File: config.mk
export PLATFORM = sky130hd
export DESIGN_NAME = pmic_fault_enable_seq_regs
export DESIGN_NICKNAME = d
export VERILOG_FILES = /design/src/design/pmic_regs_pkg.sv /design/src/design/pmic_fault_enable_seq_regs.sv
export SDC_FILE = /design/constraint.sdc
export NUM_CORES = 1
export LEC_CHECK = 0
export BUFFER_PORTS_ARGS = -buffer_cell sky130_fd_sc_hd__buf_2
export CAP_MARGIN = 40
export CORE_ASPECT_RATIO = 2
export CORE_MARGIN = 2
export CORE_UTILIZATION = 52
export DETAILED_ROUTE_END_ITERATION = 10
export GPL_TIMING_DRIVEN = 0
export MAX_ROUTING_LAYER = met4
export PLACE_DENSITY = 0.71
export SLEW_MARGIN = 20
export SYNTH_ARGS = -nofsm -noshare
export SYNTH_HDL_FRONTEND = slang
export SYNTH_SLANG_ARGS = --single-unit
File: constraint.sdc
create_clock -name clock -period 6.3 [get_ports clock]
set_input_delay 0.945 -clock clock [delete_from_list [all_inputs] [get_ports clock]]
set_output_delay 0.945 -clock clock [all_outputs]
set_load 0.01 [all_outputs]
File: src/design/pmic_regs_pkg.sv
package pmic_regs_pkg;

  // ----------------------------------------------------------------
  // Register offsets
  // ----------------------------------------------------------------
  localparam logic [7:0] ADDR_FAULT_SUMMARY  = 8'h00;
  localparam logic [7:0] ADDR_POWER_GOOD     = 8'h01;
  localparam logic [7:0] ADDR_SHORT_CIRCUIT  = 8'h02;
  localparam logic [7:0] ADDR_OVER_VOLTAGE   = 8'h03;
  localparam logic [7:0] ADDR_OVER_CURRENT   = 8'h04;
  localparam logic [7:0] ADDR_ENABLE_MAIN    = 8'h05;
  localparam logic [7:0] ADDR_ENABLE_OVERRIDE = 8'h06;
  localparam logic [7:0] ADDR_DELAY_CH1_CH2  = 8'h07;

  // ----------------------------------------------------------------
  // Field positions
  // ----------------------------------------------------------------
  localparam int BIT_HARD_SHORT     = 7;
  localparam int BIT_RESET_CHECK    = 6;
  localparam int BIT_THERMAL        = 3;
  localparam int BIT_DRIVER_UV      = 2;
  localparam int BIT_OV_SUMMARY     = 1;
  localparam int BIT_SC_SUMMARY     = 0;
  localparam int BIT_PIN_STATE      = 7;
  localparam int POS_GATE_ENABLE    = 3;
  localparam int POS_DELAY_CH2      = 3;
  localparam int POS_DELAY_CH1      = 0;

  // ----------------------------------------------------------------
  // Reset values
  // ----------------------------------------------------------------
  localparam logic [7:0] RESET_FAULT_SUMMARY = 8'h00;
  localparam logic [7:0] RESET_POWER_GOOD    = 8'h80;
  localparam logic [7:0] RESET_STATUS        = 8'h00;
  localparam logic [7:0] RESET_ENABLE_MAIN   = 8'hE5;
  localparam logic [7:0] RESET_ENABLE_OVR    = 8'h00;
  localparam logic [7:0] RESET_DELAY         = 8'h00;

  // ----------------------------------------------------------------
  // Timing
  // ----------------------------------------------------------------
  localparam int CLOCK_MHZ           = 100;
  localparam int TICK_US             = 1050;
  localparam int TICK_CYCLES_DEFAULT = TICK_US * CLOCK_MHZ;
  localparam int LATCH_STEP_DEFAULT  = 100;
  // Start-up delay per code, in microseconds, and the last code's delay in time-base ticks
  localparam int DELAY_US [8] = '{0, 2100, 3150, 5250, 6300, 8400, 16800, 33600};
  localparam int LAST_TICK = DELAY_US[7] / TICK_US;

  typedef enum logic [1:0] {SEQ_IDLE, SEQ_RUN, SEQ_DONE} seq_state_t;

endpackage

File: src/design/pmic_fault_enable_seq_regs.sv
// How it works
// RULE_01: Fault bits 7,6,3,2 report latched faults
// RULE_02: Bit 1 is OR of over-voltage flags
// RULE_03: Bit 0 is OR of short flags
// RULE_04: Fault bits zero when absent, reset zero
// RULE_05: Bit 7 mirrors power-good pin, resets one
// RULE_06: Bits 5..0 show per-output good, reset zero
// RULE_07: Good bits masked during soft-start ramp
// RULE_08: Pin-state bit reads one when enable low
// RULE_09: Short flags switch1 and channels, never masked
// RULE_10: Over-voltage flags channels 4..1, never masked
// RULE_11: Three sticky over-current flags, reset zero
// RULE_12: Writing one clears an over-current flag
// RULE_13: Flag sets after latch timer expires
// RULE_14: Override bit masks over-current flag
// RULE_15: Enable register one bit per output
// RULE_16: Sequencer starts enabled outputs, then direct control
// RULE_17: Gate driver enables in bits 5..3
// RULE_18: Override bits choose shutdown or stay on
// RULE_19: Delay code selects eight start-up delays
// RULE_20: Channel 2 code bits 5..3, channel 1 2..0
// RULE_21: Host sets zero code if not sequenced
// RULE_22: Delays counted from common start on time base
//
// Added by the designer: the strobed register port.
`timescale 1ns/1ns
`default_nettype none

module pmic_fault_enable_seq_regs
  import pmic_regs_pkg::*;
#(
  parameter int TICK_CYCLES       = TICK_CYCLES_DEFAULT,
  parameter int LATCH_STEP_CYCLES = LATCH_STEP_DEFAULT
) (
  // Clock and reset
  input  wire logic       clock,
  input  wire logic       nrst,
  // Register port
  input  wire logic [7:0] reg_addr,
  input  wire logic [7:0] reg_wdata,
  input  wire logic       reg_write,
  input  wire logic       reg_read,
  output logic      [7:0] reg_rdata,
  // Pins and analog monitors (asynchronous)
  input  wire logic       global_enable,
  input  wire logic       power_good_output,
  input  wire logic       hard_short_flag,
  input  wire logic       reset_check_error,
  input  wire logic       thermal_shutdown_flag,
  input  wire logic       driver_supply_undervoltage,
  input  wire logic [4:0] channel_short_flags,
  input  wire logic [3:0] channel_overvoltage_flags,
  input  wire logic [5:0] channel_good_raw,
  input  wire logic [5:0] soft_start_active,
  input  wire logic [2:0] current_sense_overcurrent,
  // Latch timer settings of current-sense paths 3..1
  input  wire logic [5:0] overcurrent_latch_timer3,
  input  wire logic [5:0] overcurrent_latch_timer2,
  input  wire logic [5:0] overcurrent_latch_timer1,
  // Controls to the power stages
  output logic      [7:0] output_enable_bits,
  output logic      [2:0] switch_gate_driver,
  output logic            sequence_done
);

  // ----------------------------------------------------------------
  // Input synchronisers
  // ----------------------------------------------------------------
  localparam int SYNC_W = 30;
  logic [SYNC_W-1:0] raw_in;
  logic [SYNC_W-1:0] sync1;
  logic [SYNC_W-1:0] sync2;
  logic [SYNC_W-1:0] sync3;
  logic [SYNC_W-1:0] filt;
  logic [SYNC_W-1:0] agree;

  assign raw_in = {global_enable, power_good_output, hard_short_flag, reset_check_error,
                   thermal_shutdown_flag, driver_supply_undervoltage, channel_short_flags,
                   channel_overvoltage_flags, channel_good_raw, soft_start_active,
                   current_sense_overcurrent};
  assign agree = ~(sync2 ^ sync3);

  always_ff @(posedge clock) begin
    if (!nrst) begin
      sync1 <= '0;
      sync2 <= '0;
      sync3 <= '0;
      filt  <= '0;
    end else begin
      sync1 <= raw_in;
      sync2 <= sync1;
      sync3 <= sync2;
      filt  <= (filt & ~agree) | (sync3 & agree);
    end
  end

  logic       en_pin;
  logic       pg_pin;
  logic [3:0] fault_in;
  logic [4:0] short_in;
  logic [3:0] ov_in;
  logic [5:0] good_in;
  logic [5:0] ramp_in;
  logic [2:0] oc_in;

  assign en_pin   = filt[29];
  assign pg_pin   = filt[28];
  assign fault_in = filt[27:24];
  assign short_in = filt[23:19];
  assign ov_in    = filt[18:15];
  assign good_in  = filt[14:9];
  assign ramp_in  = filt[8:3];
  assign oc_in    = filt[2:0];

  // ----------------------------------------------------------------
  // Bus decode
  // ----------------------------------------------------------------
  logic wr_fault;
  logic wr_oc;
  logic wr_en_main;
  logic wr_en_ovr;
  logic wr_delay;

  assign wr_fault   = reg_write && (reg_addr == ADDR_FAULT_SUMMARY);
  assign wr_oc      = reg_write && (reg_addr == ADDR_OVER_CURRENT);
  assign wr_en_main = reg_write && (reg_addr == ADDR_ENABLE_MAIN);
  assign wr_en_ovr  = reg_write && (reg_addr == ADDR_ENABLE_OVERRIDE);
  assign wr_delay   = reg_write && (reg_addr == ADDR_DELAY_CH1_CH2);

  // ----------------------------------------------------------------
  // Software registers
  // ----------------------------------------------------------------
  logic [7:0] enable_main;
  logic [7:0] enable_ovr;
  logic [7:0] delay_codes;

  always_ff @(posedge clock) begin
    if (!nrst) begin
      enable_main <= RESET_ENABLE_MAIN;
      enable_ovr  <= RESET_ENABLE_OVR;
      delay_codes <= RESET_DELAY;
    end else begin
      if (wr_en_main) begin
        enable_main <= reg_wdata;                        // [RULE_15]
      end
      if (wr_en_ovr) begin
        enable_ovr <= {2'b00, reg_wdata[5:0]};           // [RULE_17] [RULE_18]
      end
      if (wr_delay) begin
        delay_codes <= {2'b00, reg_wdata[5:0]};          // [RULE_20]
      end
    end
  end

  logic [2:0] override_bits;
  logic [2:0] gate_enable;
  logic [2:0] code_ch1;
  logic [2:0] code_ch2;

  assign override_bits = enable_ovr[2:0];
  assign gate_enable   = enable_ovr[POS_GATE_ENABLE +: 3];
  assign code_ch1      = delay_codes[POS_DELAY_CH1 +: 3];
  assign code_ch2      = delay_codes[POS_DELAY_CH2 +: 3];

  // ----------------------------------------------------------------
  // Fault summary
  // ----------------------------------------------------------------
  logic [3:0] fault_sticky;
  logic [3:0] fault_clear;

  assign fault_clear = wr_fault ? {reg_wdata[BIT_HARD_SHORT], reg_wdata[BIT_RESET_CHECK],
                                   reg_wdata[BIT_THERMAL], reg_wdata[BIT_DRIVER_UV]} : 4'h0;

  always_ff @(posedge clock) begin
    if (!nrst) begin
      fault_sticky <= RESET_FAULT_SUMMARY[3:0];          // [RULE_04]
    end else begin
      fault_sticky <= (fault_sticky & ~fault_clear) | fault_in; // [RULE_01]
    end
  end

  logic [7:0] fault_word;
  always_comb begin
    fault_word                 = 8'h00;
    fault_word[BIT_HARD_SHORT] = fault_sticky[3];        // [RULE_01]
    fault_word[BIT_RESET_CHECK] = fault_sticky[2];
    fault_word[BIT_THERMAL]    = fault_sticky[1];
    fault_word[BIT_DRIVER_UV]  = fault_sticky[0];
    fault_word[BIT_OV_SUMMARY] = |ov_in;                 // [RULE_02]
    fault_word[BIT_SC_SUMMARY] = |short_in;              // [RULE_03]
  end

  // ----------------------------------------------------------------
  // Power-good status
  // ----------------------------------------------------------------
  logic [7:0] power_good;

  always_ff @(posedge clock) begin
    if (!nrst) begin
      power_good <= RESET_POWER_GOOD;                    // [RULE_05] [RULE_06]
    end else begin
      power_good[BIT_PIN_STATE] <= pg_pin || !en_pin;    // [RULE_05] [RULE_08]
      power_good[6]             <= 1'b0;
      power_good[5:0]           <= good_in & ~ramp_in;   // [RULE_06] [RULE_07]
    end
  end

  // ----------------------------------------------------------------
  // Over-current latch timers and sticky flags
  // ----------------------------------------------------------------
  logic [31:0] step_cnt;
  logic        step;

  always_ff @(posedge clock) begin
    if (!nrst) begin
      step_cnt <= '0;
    end else if (step) begin
      step_cnt <= '0;
    end else begin
      step_cnt <= step_cnt + 32'd1;
    end
  end
  assign step = (step_cnt == 32'(LATCH_STEP_CYCLES - 1));

  logic [5:0] latch_limit [3];
  logic [2:0] oc_flags;
  logic [2:0] oc_expired;

  assign latch_limit[0] = overcurrent_latch_timer1;
  assign latch_limit[1] = overcurrent_latch_timer2;
  assign latch_limit[2] = overcurrent_latch_timer3;

  genvar p;
  generate
    for (p = 0; p < 3; p++) begin : g_path
      logic [5:0] lat_cnt;
      always_ff @(posedge clock) begin
        if (!nrst) begin
          lat_cnt <= 6'h00;
        end else if (!oc_in[p]) begin
          lat_cnt <= 6'h00;
        end else if (step && (lat_cnt != 6'h3F)) begin
          lat_cnt <= lat_cnt + 6'h01;
        end
      end
      assign oc_expired[p] = oc_in[p] && (lat_cnt >= latch_limit[p]); // [RULE_13]

      always_ff @(posedge clock) begin
        if (!nrst) begin
          oc_flags[p] <= 1'b0;                           // [RULE_11]
        end else if (oc_expired[p] && !override_bits[p]) begin
          oc_flags[p] <= 1'b1;                           // [RULE_13] [RULE_14]
        end else if (override_bits[p]) begin
          oc_flags[p] <= 1'b0;                           // [RULE_14]
        end else if (wr_oc && reg_wdata[p]) begin
          oc_flags[p] <= 1'b0;                           // [RULE_12]
        end
      end
    end
  endgenerate

  // ----------------------------------------------------------------
  // Start-up sequencer
  // ----------------------------------------------------------------
  seq_state_t  seq_state;
  logic        en_prev;
  logic [31:0] tick_cnt;
  logic [5:0]  elapsed;
  logic        tick;

  assign tick = (tick_cnt == 32'(TICK_CYCLES - 1));

  function automatic logic [5:0] delay_ticks(input logic [2:0] code);
    logic [5:0] t;
    t = 6'h00;
    for (int i = 0; i < 8; i++) begin
      if (code == 3'(i)) begin
        t = 6'(DELAY_US[i] / TICK_US);                   // [RULE_19]
      end
    end
    return t;
  endfunction

  always_ff @(posedge clock) begin
    if (!nrst) begin
      en_prev <= 1'b0;
    end else begin
      en_prev <= en_pin;
    end
  end

  always_ff @(posedge clock) begin
    if (!nrst) begin
      seq_state <= SEQ_IDLE;
      tick_cnt  <= '0;
      elapsed   <= 6'h00;
    end else begin
      case (seq_state)
        SEQ_IDLE: begin
          tick_cnt <= '0;
          elapsed  <= 6'h00;
          if (en_pin && !en_prev) begin
            seq_state <= SEQ_RUN;                        // [RULE_22]
          end
        end
        SEQ_RUN: begin
          if (!en_pin) begin
            seq_state <= SEQ_IDLE;
          end else if (tick) begin
            tick_cnt <= '0;
            elapsed  <= elapsed + 6'h01;                 // [RULE_22]
            if (elapsed == 6'(LAST_TICK)) begin
              seq_state <= SEQ_DONE;
            end
          end else begin
            tick_cnt <= tick_cnt + 32'd1;
          end
        end
        SEQ_DONE: begin
          if (!en_pin) begin
            seq_state <= SEQ_IDLE;
          end
        end
        default: begin
          seq_state <= SEQ_IDLE;
        end
      endcase
    end
  end

  logic [7:0] started;
  always_comb begin
    started    = 8'hFC;                                  // Outputs without a code here start at once
    started[0] = (elapsed >= delay_ticks(code_ch1));     // [RULE_19] [RULE_22]
    started[1] = (elapsed >= delay_ticks(code_ch2));
  end

  always_ff @(posedge clock) begin
    if (!nrst) begin
      output_enable_bits <= 8'h00;
      sequence_done      <= 1'b0;
    end else begin
      sequence_done <= (seq_state == SEQ_DONE);
      case (seq_state)
        SEQ_RUN:  output_enable_bits <= enable_main & started; // [RULE_16]
        SEQ_DONE: output_enable_bits <= enable_main;           // [RULE_16]
        default:  output_enable_bits <= 8'h00;
      endcase
    end
  end

  // ----------------------------------------------------------------
  // External switch gate drivers
  // ----------------------------------------------------------------
  always_ff @(posedge clock) begin
    if (!nrst) begin
      switch_gate_driver <= 3'b000;
    end else begin
      switch_gate_driver <= gate_enable & ~(oc_expired & ~override_bits); // [RULE_17] [RULE_18]
    end
  end

  // ----------------------------------------------------------------
  // Read data
  // ----------------------------------------------------------------
  always_ff @(posedge clock) begin
    if (!nrst) begin
      reg_rdata <= 8'h00;
    end else if (reg_read) begin
      case (reg_addr)
        ADDR_FAULT_SUMMARY:   reg_rdata <= fault_word;
        ADDR_POWER_GOOD:      reg_rdata <= power_good;
        ADDR_SHORT_CIRCUIT:   reg_rdata <= {3'b000, short_in};        // [RULE_09]
        ADDR_OVER_VOLTAGE:    reg_rdata <= {4'h0, ov_in};             // [RULE_10]
        ADDR_OVER_CURRENT:    reg_rdata <= {5'b00000, oc_flags};      // [RULE_11]
        ADDR_ENABLE_MAIN:     reg_rdata <= enable_main;
        ADDR_ENABLE_OVERRIDE: reg_rdata <= enable_ovr;
        ADDR_DELAY_CH1_CH2:   reg_rdata <= delay_codes;
        default:              reg_rdata <= 8'h00;
      endcase
    end else begin
      reg_rdata <= 8'h00;
    end
  end

endmodule

`default_nettype wire

# Yosys cells after proc, flatten, opt, wreduce, memory -nomap -nowiden
# Index checks and enable logic that the tools add are counted.
[classes] n_mux=38 n_reduce_logical=40 addsub=6 n_eq_ne=35 order_cmp=5 n_bitwise=17
[ops] cell="2-to-1 mux 6 bit" count=14
[ops] cell="adder 32 x 1 -> 32 bit, second input constant" count=2
[ops] cell="2-to-1 mux 32 bit" count=2
[ops] cell="case mux 32 bit (2 select lines)" count=1
[ops] cell="case mux 8 bit (8 select lines)" count=1
[ops] cell="bitwise AND 30 bit" count=2
[ops] cell="inverter 30 bit" count=2
[ops] cell="equality test 32 x 17 -> 1 bit, second input constant" count=1
[ops] cell="equality test 32 x 7 -> 1 bit, second input constant" count=1
[ops] cell="equality test 8 x 3 -> 1 bit, second input constant" count=4
[ops] cell="greater-or-equal comparator 6 bit" count=5
[ops] cell="OR 30 bit" count=1
[ops] cell="XOR 30 bit" count=1
[ops] cell="adder 6 x 1 -> 6 bit, second input constant" count=4
[ops] cell="equality test 3 bit, second input constant" count=8
[ops] cell="logical AND 1 bit" count=18
[ops] cell="inequality test 6 bit, second input constant" count=3
[ops] cell="equality test 8 x 2 -> 1 bit, second input constant" count=2
[ops] cell="case mux 8 bit (2 select lines)" count=1
[ops] cell="2-to-1 mux 2 bit" count=7
[ops] cell="equality test 3 x 2 -> 1 bit, second input constant" count=4
[ops] cell="case mux 6 bit (2 select lines)" count=1
[ops] cell="AND reduction 2 bit" count=5
[ops] cell="2-to-1 mux 1 bit" count=9
[ops] cell="29 further kinds" count=42
[totals] regBits=266 out_inout_bits=20 in_bits=68

# Depth between registers and ports, before layout
# Gate-level depths: netlist (run 1).
[logic_depth] depth_word=11 ltp_mapped=10

# Least setup slack after synthesis (run 1)
# Ideal clock, no wire load.
[synth_timing] path_kind="input-to-reg" startpoint="in reg_addr[5]" endpoint="reg fault_sticky[1]" required_time_ps=6185 n_path_buf=0 setup_ps=115 slack_ps=3722 cell_stages=6 arrival_ps=2463 cell_sequence="or4_1 > nor2_2 > nor4b_1 > and2_1 > a21boi_0 > o21a_1"
[synth_between] elab_chain_len=6
[synth_rtl] element="start: declaration" line="pmic_fault_enable_seq_regs.sv:39" rtl="input wire logic [7:0] reg_addr,"
[synth_rtl] element="logical NOT 8 bit" line="pmic_fault_enable_seq_regs.sv:124" rtl="assign wr_fault = reg_write && (reg_addr == ADDR_FAULT_SUMMARY);"
[synth_rtl] element="logical AND 1 bit" line="pmic_fault_enable_seq_regs.sv:124"
[synth_rtl] element="2-to-1 mux 4 bit" line="pmic_fault_enable_seq_regs.sv:171" rtl="assign fault_clear = wr_fault ? {reg_wdata[BIT_HARD_SHORT], reg_wdata[BIT_RESET_CHECK],"
[synth_rtl] element="inverter 4 bit" line="pmic_fault_enable_seq_regs.sv:178" rtl="fault_sticky <= (fault_sticky & ~fault_clear) | fault_in;"
[synth_rtl] element="bitwise AND 4 bit" line="pmic_fault_enable_seq_regs.sv:178"
[synth_rtl] element="OR 4 bit" line="pmic_fault_enable_seq_regs.sv:178"
[synth_rtl] element="end signal: assignment" line="pmic_fault_enable_seq_regs.sv:176" rtl="fault_sticky <= RESET_FAULT_SUMMARY[3:0];"
[synth_rtl] element="end signal: assignment" line="pmic_fault_enable_seq_regs.sv:178"
[synth_rtl] element="end: declaration" line="pmic_fault_enable_seq_regs.sv:168" rtl="logic [3:0] fault_sticky;"
# Every way passes these cells.
# A chain may end at the register's enable or synchronous reset.

# Final worst setup path (run 1)
[layout_timing] startpoint="reg step_cnt[18]" endpoint="reg step_cnt[17]"
[layout_between] elab_chain_len=2
[layout_rtl] element="start: declaration" line="pmic_fault_enable_seq_regs.sv:211" rtl="logic [31:0] step_cnt;"
[layout_rtl] element="start signal: assignment" line="pmic_fault_enable_seq_regs.sv:220" rtl="step_cnt <= step_cnt + 32'd1;"
[layout_rtl] element="equality test 32 x 7 -> 1 bit" line="pmic_fault_enable_seq_regs.sv:223" rtl="assign step = (step_cnt == 32'(LATCH_STEP_CYCLES - 1));"
[layout_rtl] element="OR reduction 2 bit (no line)"
# Every way passes these cells.

==> impl_metrics.csv, run 1 <==
group,metric,value,unit
critical_path,critPathKind,"register to register",
clocking,numCtsBuffers,23,
critical_path,r2r-end,"step_cnt[17]",
sta,fin_crit_sh,41.3,%
global_route,grt_pass1_vias,7986,
logic_synthesis,ys_seq_area_share,49.4,%
critical_path,required,6.68,ns
die,start_util,52.7,%
global_route,antenna_found_initial,0,
logic_synthesis,synth-async-reset-ratio,0,%
worst_hold_path,hold_class,"register to register",
placed_design,io_buffers,85,
global_route,grt_overflow,0,
detailed_routing,vias_per_cell,5.32,
clocking,clk_pin_slew,0.07,ns
clocking,cts_resized,0,
logic_synthesis,netlist.area_leader.share,49.4,%
die,row_count,74,
critical_path,startpoint_type,"register",
critical_path,worstReg2RegStart,"step_cnt[18]",
die,die_x,106,µm
clocking,cts_tree,"yes",
critical_path,endpoint_kind,"register",
placed_design,place_hpwl,18300,µm
pwr,powerDensity,272,nW/µm²
critical_path,r2r_cells,5,
global_route,grt_pass1_wl,38500,µm
sta,max_freq,384,MHz
finish,diodes,0,
sta,whs,0.415,ns
sta,final.setup.tns,0,ns
critical_path,crit_chain,"nor4_1 > nand4_1 > o21ai_1 > clkbuf_1 > nor2_1",
global_route,grt_use_total,22.4,%
clocking,clock_sinks,265,
worst_hold_path,holdPathEnd,"power_good[5]",
die,core_area,20400,µm²
pwr,vdd_drop_max,0.258,mV
clocking,clockBufferDepth,3,
critical_path,crit_arrival,2.99,ns
finish,drive_above_1_share,13.6,%
sta,drv_slew,0,
die,die-area,21900,µm²
sta,max_slew_margin,46.1,%
sta,rsz0062_at_grt,"no",
logic_synthesis,synthTopCellsByArea,"dfxtp_1 49%, and2_1 6.1%, ha_1 4.7%",
logic_synthesis,syn_area,10700,µm²
logic_synthesis,synth-seq-cells,265,
detailed_routing,drtPass1Iterations,5,
detailed_routing,route.detailed.drc,0,
detailed_routing,num_vias,8081,
clocking,clock_latency,0.52,ns
detailed_routing,wl_per_cell,15.8,µm
clocking,cts_hold_buf,0,
critical_path,r2r_slack,3.70,ns
critical_path,critPathSlowestCell,"nor4_1",
critical_path,path_delay_family,"simple AND/OR/NAND/NOR gates",
critical_path,crit_fanout,10,
die,fp.dieH,207,µm
detailed_routing,drt_iter0_drc,339,
sta,hold_viol,0,
logic_synthesis,syn_area_per_cell,9.53,µm²
finish,fin_nets,1345,
logic_synthesis,synth_top_flop_cell,"dfxtp_1",
critical_path,max_stage_delay,0.57,ns
sta,tightest_slew,0.806,ns
logic_synthesis,yosysTopAreaCell,"dfxtp_1",
clocking,cts_htree_levels,1,
sta,setup_viol,0,
outcome,status,"completed",
logic_synthesis,synth_cells,1126,
worst_hold_path,whs_path_depth,1,
logic_synthesis,synth-edff-count,0,
placed_design,place.gp.congestion,0.867,
detailed_routing,totalWireLength,24000,µm
sta,finalCriticalPeriod,2.60,ns
critical_path,critPathBufInv,1,
flow_run,maxCapViolCount,0,
clocking,cts-root-buf,"clkbuf_16",
sta,skew,0.0121,ns
pwr,p_leak,4.75,nW
die,io_pins,88,
finish,areaGrowthSynthToFinish,14.6,%
detailed_routing,ant_nets,0,
logic_synthesis,synth_nets,1234,
logic_synthesis,ys.warnings.count,0,
global_route,grt_max_degree,19,
logic_synthesis,yosysUniqueCellTypes,69,
clocking,cts_setup_buffers,0,
-- cell usage after synthesis, types with 4 or more instances --
cell / count
dfxtp_1: 265
nor2_1: 115
and2_1: 104
nand2_1: 96
o21ai_0: 55
a21oi_1: 49
xor2_1: 49
ha_1: 40
inv_1: 35
clkbuf_1: 34
nand4_1: 30
mux2i_1: 27
nand3_1: 23
xnor2_1: 20
nor3_1: 16
nor4_1: 14
a31oi_1: 10
and3_1: 10
nand2b_1: 10
a21o_1: 8
nor2b_1: 8
a211oi_1: 7
nor4b_1: 6
buf_2: 5
mux4_2: 5
nand3b_1: 5
nor3b_1: 5
o21a_1: 5
a31o_2: 4
mux2_2: 4
o31ai_1: 4
-- layout by cell type (no fill, tap or decap), types with 5 or more instances in the layout --
master,synthesis,routed
o21a_1,5,5
nand3b_1,5,5
a31oi_1,10,10
and2_1,104,104
nor4_1,14,14
mux4_2,5,5
nor3_1,16,16
o21ai_0,55,55
nor2b_1,8,8
and3_1,10,10
nor3b_1,5,5
dfxtp_1,265,265
nand3_1,23,23
xor2_1,49,49
clkbuf_1,34,37
inv_1,35,35
nand2b_1,10,10
buf_2,5,90
nand2_1,96,96
mux2i_1,27,27
a21o_1,8,8
clkbuf_16,0,23
nor4b_1,6,6
ha_1,40,40
nor2_1,115,115
a21oi_1,49,49
a211oi_1,7,7
nand4_1,30,30
xnor2_1,20,20
-- power breakdown --
part           total (mW)  internal, mW  leakage [nW]  switching [mW]
clock                1.48         0.866         0.391           0.619
combinational       0.144        0.0555          2.21          0.0889
sequential           1.72          1.70          2.15          0.0130
total                3.34          2.62          4.75           0.721
-- cell type report --
cell class | instances | area (µm²)
plain buffers | 41 | 168
well taps | 266 | 333
repair buffers | 86 | 437
inverters | 36 | 135
fillers | 1808 | 8070
clock inverters | 13 | 183
clock buffers | 28 | 614
multi-input cells | 784 | 5130
flip-flops and latches | 265 | 5310
-- per-stage QoR --
step / area (µm²) / setup slack (ns) / power (mW) / cells / util, %
after floorplan: 10700 / 3.72 / 1.84 / 1126 / -
after global placement: 11500 / 3.25 / 1.90 / 1477 / 56.4
after detailed placement: 11500 / 3.24 / 1.90 / 1478 / 56.5
after CTS: 12300 / 3.66 / 3.38 / 1519 / 60.4
after global routing: 12300 / 3.47 / 3.45 / 1519 / 60.4
final: 12300 / 3.70 / 3.34 / 1519 / 60.4
-- kinds of logic (layout without fill, tap and decap cells) --
logic type	after synthesis	in the layout	share of synthesized area [%]
AOI/OAI and AO/OA	168	168	9.88
xor gates and xnor gates	69	69	5.63
adders and majority gates	40	40	4.66
buffers and inverters	77	204	2.82
DFF	265	265	49.4
muxes	36	36	3.99
and+or+nand+nor	471	471	23.6
-- layer usage --
metal	GRT usage [%]	wire length [µm]	part of all wire [%]	up-vias
met3	2.55	802	3.3	65
met1	20.5	8470	35	3770
met4	12.7	1340	5.6	0
li1	-	-	-	4074
met2	43.4	13400	56	172
met5	-	0	0	-
-- worst register-to-register path: stages, from the launching register on --
cell and delay, ns:
dfxtp_1 0.34, nor4_1 0.57, nand4_1 0.53, o21ai_1 0.49, clkbuf_1 0.44, nor2_1 0.11
-- worst max-delay path by stage --
stage            startpoint              end  depth (start not counted)
2_1_floorplan   reg_addr[5]  fault_sticky[1]                          6
3_3_place_gp    reg_addr[5]  fault_sticky[3]                          7
3_5_place_dp    reg_addr[5]  fault_sticky[3]                          7
4_1_cts        step_cnt[18]      step_cnt[3]                          5
5_1_grt        seq_state[1]     tick_cnt[16]                          9
6_report       step_cnt[18]     step_cnt[17]                          5
No activity file was read; power rests on OpenSTA's default activity.
==> run 2, diff against run 1 <==
--- a/config.mk
+++ b/config.mk
@@ -5,6 +5,7 @@
 export SDC_FILE = /design/constraint.sdc
 export NUM_CORES = 1
 export LEC_CHECK = 0
+export ABC_AREA = 1
 export BUFFER_PORTS_ARGS = -buffer_cell sky130_fd_sc_hd__buf_2
 export CAP_MARGIN = 40
 export CORE_ASPECT_RATIO = 2
@@ -13,7 +14,7 @@
 export DETAILED_ROUTE_END_ITERATION = 10
 export GPL_TIMING_DRIVEN = 0
 export MAX_ROUTING_LAYER = met4
-export PLACE_DENSITY = 0.71
+export PLACE_DENSITY = 0.7
 export SLEW_MARGIN = 20
 export SYNTH_ARGS = -nofsm -noshare
 export SYNTH_HDL_FRONTEND = slang
==> constraint.sdc (replaced) <==
create_clock -name clock -period 2.5 [get_ports clock]
set_input_delay 0.375 -clock clock [delete_from_list [all_inputs] [get_ports clock]]
set_output_delay 0.375 -clock clock [all_outputs]
set_load 0.01 [all_outputs]
==> impl_metrics.csv, run 2 <==
group,metric,value,unit
finish,drive_above_1_share,10.8,%
critical_path,crit_fanout,7,
sta,rsz0062_at_grt,"no",
global_route,grt_use_total,26.3,%
clocking,numCtsBuffers,24,
finish,fin_nets,1929,
detailed_routing,vias_per_cell,5.20,
finish,areaGrowthSynthToFinish,13.0,%
critical_path,startpoint_type,"register",
sta,whs,0.0208,ns
detailed_routing,ant_nets,0,
detailed_routing,totalWireLength,31500,µm
logic_synthesis,synth-compound-area-share,10.5,%
sta,final.setup.tns,0,ns
global_route,antenna_found_initial,0,
finish,fill_cells,2239,
clocking,clockBufferDepth,3,
sta,max_freq,485,MHz
die,die-area,24500,µm²
pwr,pwr-share-clk,44.3,%
logic_synthesis,muxShareOfSynthArea,0,%
sta,skew,0.0119,ns
pwr,vdd_drop_max,0.634,mV
logic_synthesis,synth-async-reset-ratio,0,%
clocking,cts_tree,"yes",
pwr,swShare,22.8,%
pwr,p_comb_share,4.3,%
logic_synthesis,synth_cells,1709,
logic_synthesis,synth_nets,1817,
pwr,p_leak,6.26,nW
detailed_routing,drt_iter0_drc,486,
die,fp.dieH,219,µm
logic_synthesis,syn_area_per_cell,7.05,µm²
logic_synthesis,synth_top_family_by_area,"simple AND/OR/NAND/NOR gates",
logic_synthesis,synth_xor_area_share,1.89,%
flow_run,maxCapViolCount,0,
sta,drv_slew,0,
detailed_routing,num_vias,11000,
placed_design,place_area,12800,µm²
die,die_x,112,µm
clocking,clock_sinks,265,
sta,fin_crit_sh,82.4,%
clocking,clock_latency,0.53,ns
clocking,cts_hold_buf,0,
detailed_routing,wl_per_cell,14.9,µm
detailed_routing,drtPass1Iterations,6,
clocking,cts_setup_buffers,0,
logic_synthesis,syn_area,12000,µm²
detailed_routing,met2_length,17400,µm
sta,max_slew_margin,54.0,%
pwr,internal_power,6.48,mW
detailed_routing,met3_length,1110,µm
logic_synthesis,synthSimpleGateAreaFrac,29.7,%
die,io_pins,88,
logic_synthesis,yosysUniqueCellTypes,36,
detailed_routing,route.detailed.drc,0,
sta,setup_viol,0,
detailed_routing,top_layer,"met4",
global_route,grt_overflow,0,
pwr,pwr-share-seq,51.4,%
clocking,cts-root-buf,"clkbuf_16",
die,start_util,53.0,%
detailed_routing,wl_met1,11000,µm
critical_path,crit_arrival,2.45,ns
logic_synthesis,ys_seq_area_share,44.0,%
clocking,clk_pin_slew,0.07,ns
logic_synthesis,ys.warnings.count,0,
finish,diodes,0,
global_route,grt_pass1_wl,50300,µm
logic_synthesis,synth-seq-cells,265,
logic_synthesis,yosysMostFrequentCell,"nand2_1",
die,core_area,22700,µm²
sta,finalCriticalPeriod,2.06,ns
worst_hold_path,hold_class,"input pin to register",
logic_synthesis,synth_top_flop_cell,"dfxtp_1",
critical_path,endpoint_kind,"register",
sta,tightest_slew,0.690,ns
global_route,grt_max_degree,17,
placed_design,place.gp.congestion,0.954,
clocking,cts_resized,0,
outcome,status,"completed",
finish,layout_common_cells,"421 x nand2_1, 265 x dfxtp_1, 251 x inv_1",
logic_synthesis,yosysTopAreaCell,"dfxtp_1",
placed_design,place_hpwl,24500,µm
clocking,cts_htree_levels,1,
critical_path,required,2.89,ns
global_route,grt_pass1_vias,10700,
logic_synthesis,synth-edff-count,0,
critical_path,critPathKind,"register to register",
placed_design,io_buffers,85,
sta,hold_viol,0,
logic_synthesis,synth_fa_ha_area_share,4.16,%
logic_synthesis,netlist.area_leader.share,44.0,%
die,row_count,78,
finish,final_common_cell,"nand2_1",
pwr,p_switching,1.91,mW
finish,fin_area,13600,µm²
pwr,powerDensity,616,nW/µm²
logic_synthesis,synthTopCellsByArea,"dfxtp_1 44%, nand2_1 13%, inv_1 7.8%",
logic_synthesis,synthTopCellsByCount,"421 x nand2_1, 265 x dfxtp_1, 251 x inv_1",
-- run 2: cell types whose count changed after synthesis, sizes merged, moves of 12 or more --
| cell | before | now |
|---|---|---|
| a21oi | 49 | 142 |
| o21ai | 57 | 82 |
| nor4 | 17 | 3 |
| xor2 | 49 | 26 |
| clkbuf | 34 | 22 |
| mux2i | 27 | 0 |
| inv | 35 | 269 |
| xnor2 | 20 | 0 |
| nor2 | 119 | 212 |
| and2 | 104 | 0 |
| nand3 | 26 | 124 |
| nand2 | 97 | 429 |
-- run 2: through the flow --
stage	instances	utilization [%]	power, mW	worst slack, ns
after global routing	2118	59.9	8.67	0.303
after CTS	2117	59.8	8.46	0.446
final	2118	59.9	8.39	0.440
after detailed placement	2074	56.4	4.77	0.447
after floorplan	1709	-	4.61	0.951
after global placement	2074	56.4	4.76	0.460
-- run 2: cell type report --
type / count / area, µm² / area share (%)
Clock buffer: 31 / 658 / 4.83
Clock inverter: 12 / 129 / 0.947
Tap cell: 280 / 350 / 2.57
Buffer: 34 / 156 / 1.15
Sequential cell: 265 / 5310 / 39.0
Inverter: 270 / 1010 / 7.44
Multi-Input combinational cell: 1140 / 5570 / 40.9
Timing Repair Buffer: 86 / 433 / 3.18
-- run 2: power by group through the flow --
stage	clock [mW]	sequential (mW)	combinational [mW]
detailed placement	0	4.41	0.360
finish	3.72	4.32	0.358
global route	3.95	4.32	0.401
global placement	0	4.41	0.351
floorplan	0	4.41	0.207
CTS	3.79	4.32	0.361
-- run 2: kinds of logic (layout without fill, tap and decap cells) --
kind of cell | count (synthesis) | count (layout)
and+or+nand+nor | 831 | 831
adders and majority gates | 40 | 40
buffers and inverters | 304 | 433
AOI/OAI and AO/OA | 243 | 243
xor gates and xnor gates | 26 | 26
DFF | 265 | 265
-- run 2: worst max-delay path, cell delays in order, from the launching register on --
cell and delay [ns]:
dfxtp_1 0.36, inv_1 0.07, ha_1 0.29, nand2_1 0.31, inv_2 0.18, nor2_2 0.25
clkinv_1 0.23, nand4_1 0.17, a21oi_1 0.07
-- run 2: metal layers --
metal | track usage, % | vias to the layer above
li1 | - | 5607
met1 | 23.6 | 5019
met2 | 51.8 | 275
met3 | 2.95 | 110
met4 | 15.9 | 0
met5 | - | -
-- run 2: path summary, 6_finish.rpt --
| path | start | end | slack, ns | cells past startpoint |
|---|---|---|---|---|
| hold reg to reg | sync1[19] | sync2[19] | 0.41 | 2 |
| hold / removal | channel_short_flags[3] | sync1[22] | 0.02 | 3 |
| setup reg to reg | seq_state[1] | elapsed[5] | 0.44 | 8 |
| setup / recovery | seq_state[1] | elapsed[5] | 0.44 | 8 |
==> run 3, diff against run 2 <==
--- a/config.mk
+++ b/config.mk
@@ -14,7 +14,7 @@
 export DETAILED_ROUTE_END_ITERATION = 10
 export GPL_TIMING_DRIVEN = 0
 export MAX_ROUTING_LAYER = met4
-export PLACE_DENSITY = 0.7
+export PLACE_DENSITY = 0.73
 export SLEW_MARGIN = 20
 export SYNTH_ARGS = -nofsm -noshare
 export SYNTH_HDL_FRONTEND = slang
==> constraint.sdc (replaced) <==
create_clock -name clock -period 1.7 [get_ports clock]
set_input_delay 0.255 -clock clock [delete_from_list [all_inputs] [get_ports clock]]
set_output_delay 0.255 -clock clock [all_outputs]
set_load 0.01 [all_outputs]
==> impl_metrics.csv, run 3 (same netlist as run 2, synthesis figures left out) <==
group,metric,value,unit
critical_path,startpoint_type,"register",
clocking,clockBufferDepth,3,
finish,layout_common_cells,"416 x nand2_1, 247 x inv_1, 245 x dfxtp_1",
detailed_routing,drt_iter0_drc,497,
worst_hold_path,min_from,"reg_wdata[5]",
placed_design,place_hpwl,24000,µm
sta,max_freq,606,MHz
sta,setup_viol,0,
finish,fin_cells,2169,
worst_hold_path,hold_class,"input pin to register",
global_route,grt_pass1_vias,11000,
global_route,antenna_found_initial,1,
critical_path,r2r_cells,8,
pwr,powerDensity,878,nW/µm²
clocking,cts_tree,"yes",
finish,fin_nets,1979,
detailed_routing,ant_nets,0,
critical_path,crit_arrival,2.07,ns
placed_design,io_buffers,85,
flow_run,maxCapViolCount,0,
die,core_area,22700,µm²
critical_path,endpoint_kind,"register",
placed_design,place.gp.congestion,0.999,
outcome,status,"completed",
die,start_util,53.0,%
sta,whs,0.0344,ns
critical_path,critPathKind,"register to register",
pwr,p_leak,6.59,nW
critical_path,r2r-end,"tick_cnt[13]",
global_route,grt_pass1_wl,50900,µm
detailed_routing,num_vias,11400,
detailed_routing,route.detailed.drc,0,
critical_path,worstReg2RegStart,"seq_state[1]",
critical_path,r2r_slack,0.05,ns
global_route,grt_use_total,26.6,%
clocking,cts-root-buf,"clkbuf_16",
die,row_count,78,
detailed_routing,vias_per_cell,5.26,
sta,drv_slew,0,
finish,drive_above_1_share,14.5,%
die,io_pins,88,
detailed_routing,wl_per_cell,14.9,µm
clocking,numCtsBuffers,24,
clocking,clock_sinks,265,
global_route,grt_max_degree,17,
detailed_routing,totalWireLength,32400,µm
placed_design,dp_cells,2074,
worst_hold_path,whs_path_depth,3,
clocking,cts_htree_levels,1,
die,die_x,112,µm
finish,areaGrowthSynthToFinish,19.7,%
sta,hold_viol,0,
clocking,clock_latency,0.54,ns
critical_path,crit_fanout,7,
die,die-area,24500,µm²
detailed_routing,drtPass1Iterations,6,
sta,finalCriticalPeriod,1.65,ns
sta,max_slew_margin,49.5,%
sta,fin_crit_sh,97.1,%
finish,final_common_cell,"nand2_1",
die,fp.dieH,219,µm
global_route,grt_overflow,0,
pwr,vdd_drop_max,0.871,mV
worst_hold_path,holdPathEnd,"enable_main[5]",
sta,tightest_slew,0.758,ns
sta,skew,0.0127,ns
clocking,clk_pin_slew,0.07,ns
critical_path,required,2.12,ns
[run 3: cell types whose count changed in the layout (fill, tap and decap cells not counted), sizes merged]
cell	delta
clkinv	-2
clkbuf	+2
clkinvlp	-1
dlygate4sd3	+34
diode	+1
buf	+17
[run 3: layer usage]
| metal | vias up | routed length (µm) | track usage, % |
|---|---|---|---|
| met5 | - | 0 | - |
| met4 | 0 | 2460 | 19.1 |
| met3 | 143 | 1190 | 3.07 |
| met2 | 331 | 17800 | 51.7 |
| met1 | 5212 | 11000 | 23.0 |
| li1 | 5715 | - | - |
[run 3: timing repair]
action / CTS / global route
hold buffers: 34 / 0
gates cloned: 2 / 1
buffers inserted: 8 / 6
pin swaps: 5 / 21
setup endpoints to repair: 50 / 81
resized for setup: 22 / 82
endpoints found under the hold margin: 35 / 0
[run 3: worst max-delay path: stages (launching register included)]
cell      delay, ns
dfxtp_1        0.36
inv_1          0.07
ha_2           0.24
nand2_4        0.13
inv_2          0.11
nor2_4         0.19
clkinv_2       0.15
a21oi_1        0.20
nor3_1         0.08
[run 3: final cells by class]
type	count	area (µm²)
diodes	1	2.50
plain buffers	34	194
clock buffers	34	719
clock inverters	9	115
fillers	2028	8320
inverters	270	1010
multi-input cells	1140	5770
flip-flops and latches	265	5340
well taps	280	350
repair buffers	136	911
[run 3: worst max-delay path by stage]
stage,slack (ns),startpoint,cells after the start,end
after global routing,-0.05,g_path[1].lat_cnt[1],7,g_path[1].lat_cnt[0]
after floorplan,0.15,seq_state[1],8,tick_cnt[13]
after global placement,-0.21,seq_state[1],8,tick_cnt[13]
after detailed placement,-0.24,seq_state[1],8,tick_cnt[13]
final,0.05,seq_state[1],8,tick_cnt[13]
after CTS,0.004,tick_cnt[15],11,tick_cnt[10]
[run 3: stage by stage]
step / worst slack [ns] / utilization (%) / instance area, µm² / TNS (ns) / power [mW]
after global routing: -0.0533 / 63.4 / 14400 / -0.205 / 13.0
after global placement: -0.213 / 56.4 / 12800 / -12.03 / 7.00
after floorplan: 0.151 / - / 12000 / 0 / 6.78
final: 0.0501 / 63.4 / 14400 / 0 / 12.7
after detailed placement: -0.242 / 56.4 / 12800 / -15.44 / 7.01
after CTS: 0.00395 / 62.2 / 14200 / 0 / 12.7
[run 3: power by group]
| part | total, mW | internal [mW] | switching [mW] | leakage (nW) |
|---|---|---|---|---|
| logic | 0.629 | 0.244 | 0.385 | 4.03 |
| registers | 6.35 | 6.30 | 0.0461 | 2.16 |
| clock network | 5.68 | 3.27 | 2.41 | 0.404 |
| total | 12.7 | 9.81 | 2.84 | 6.59 |
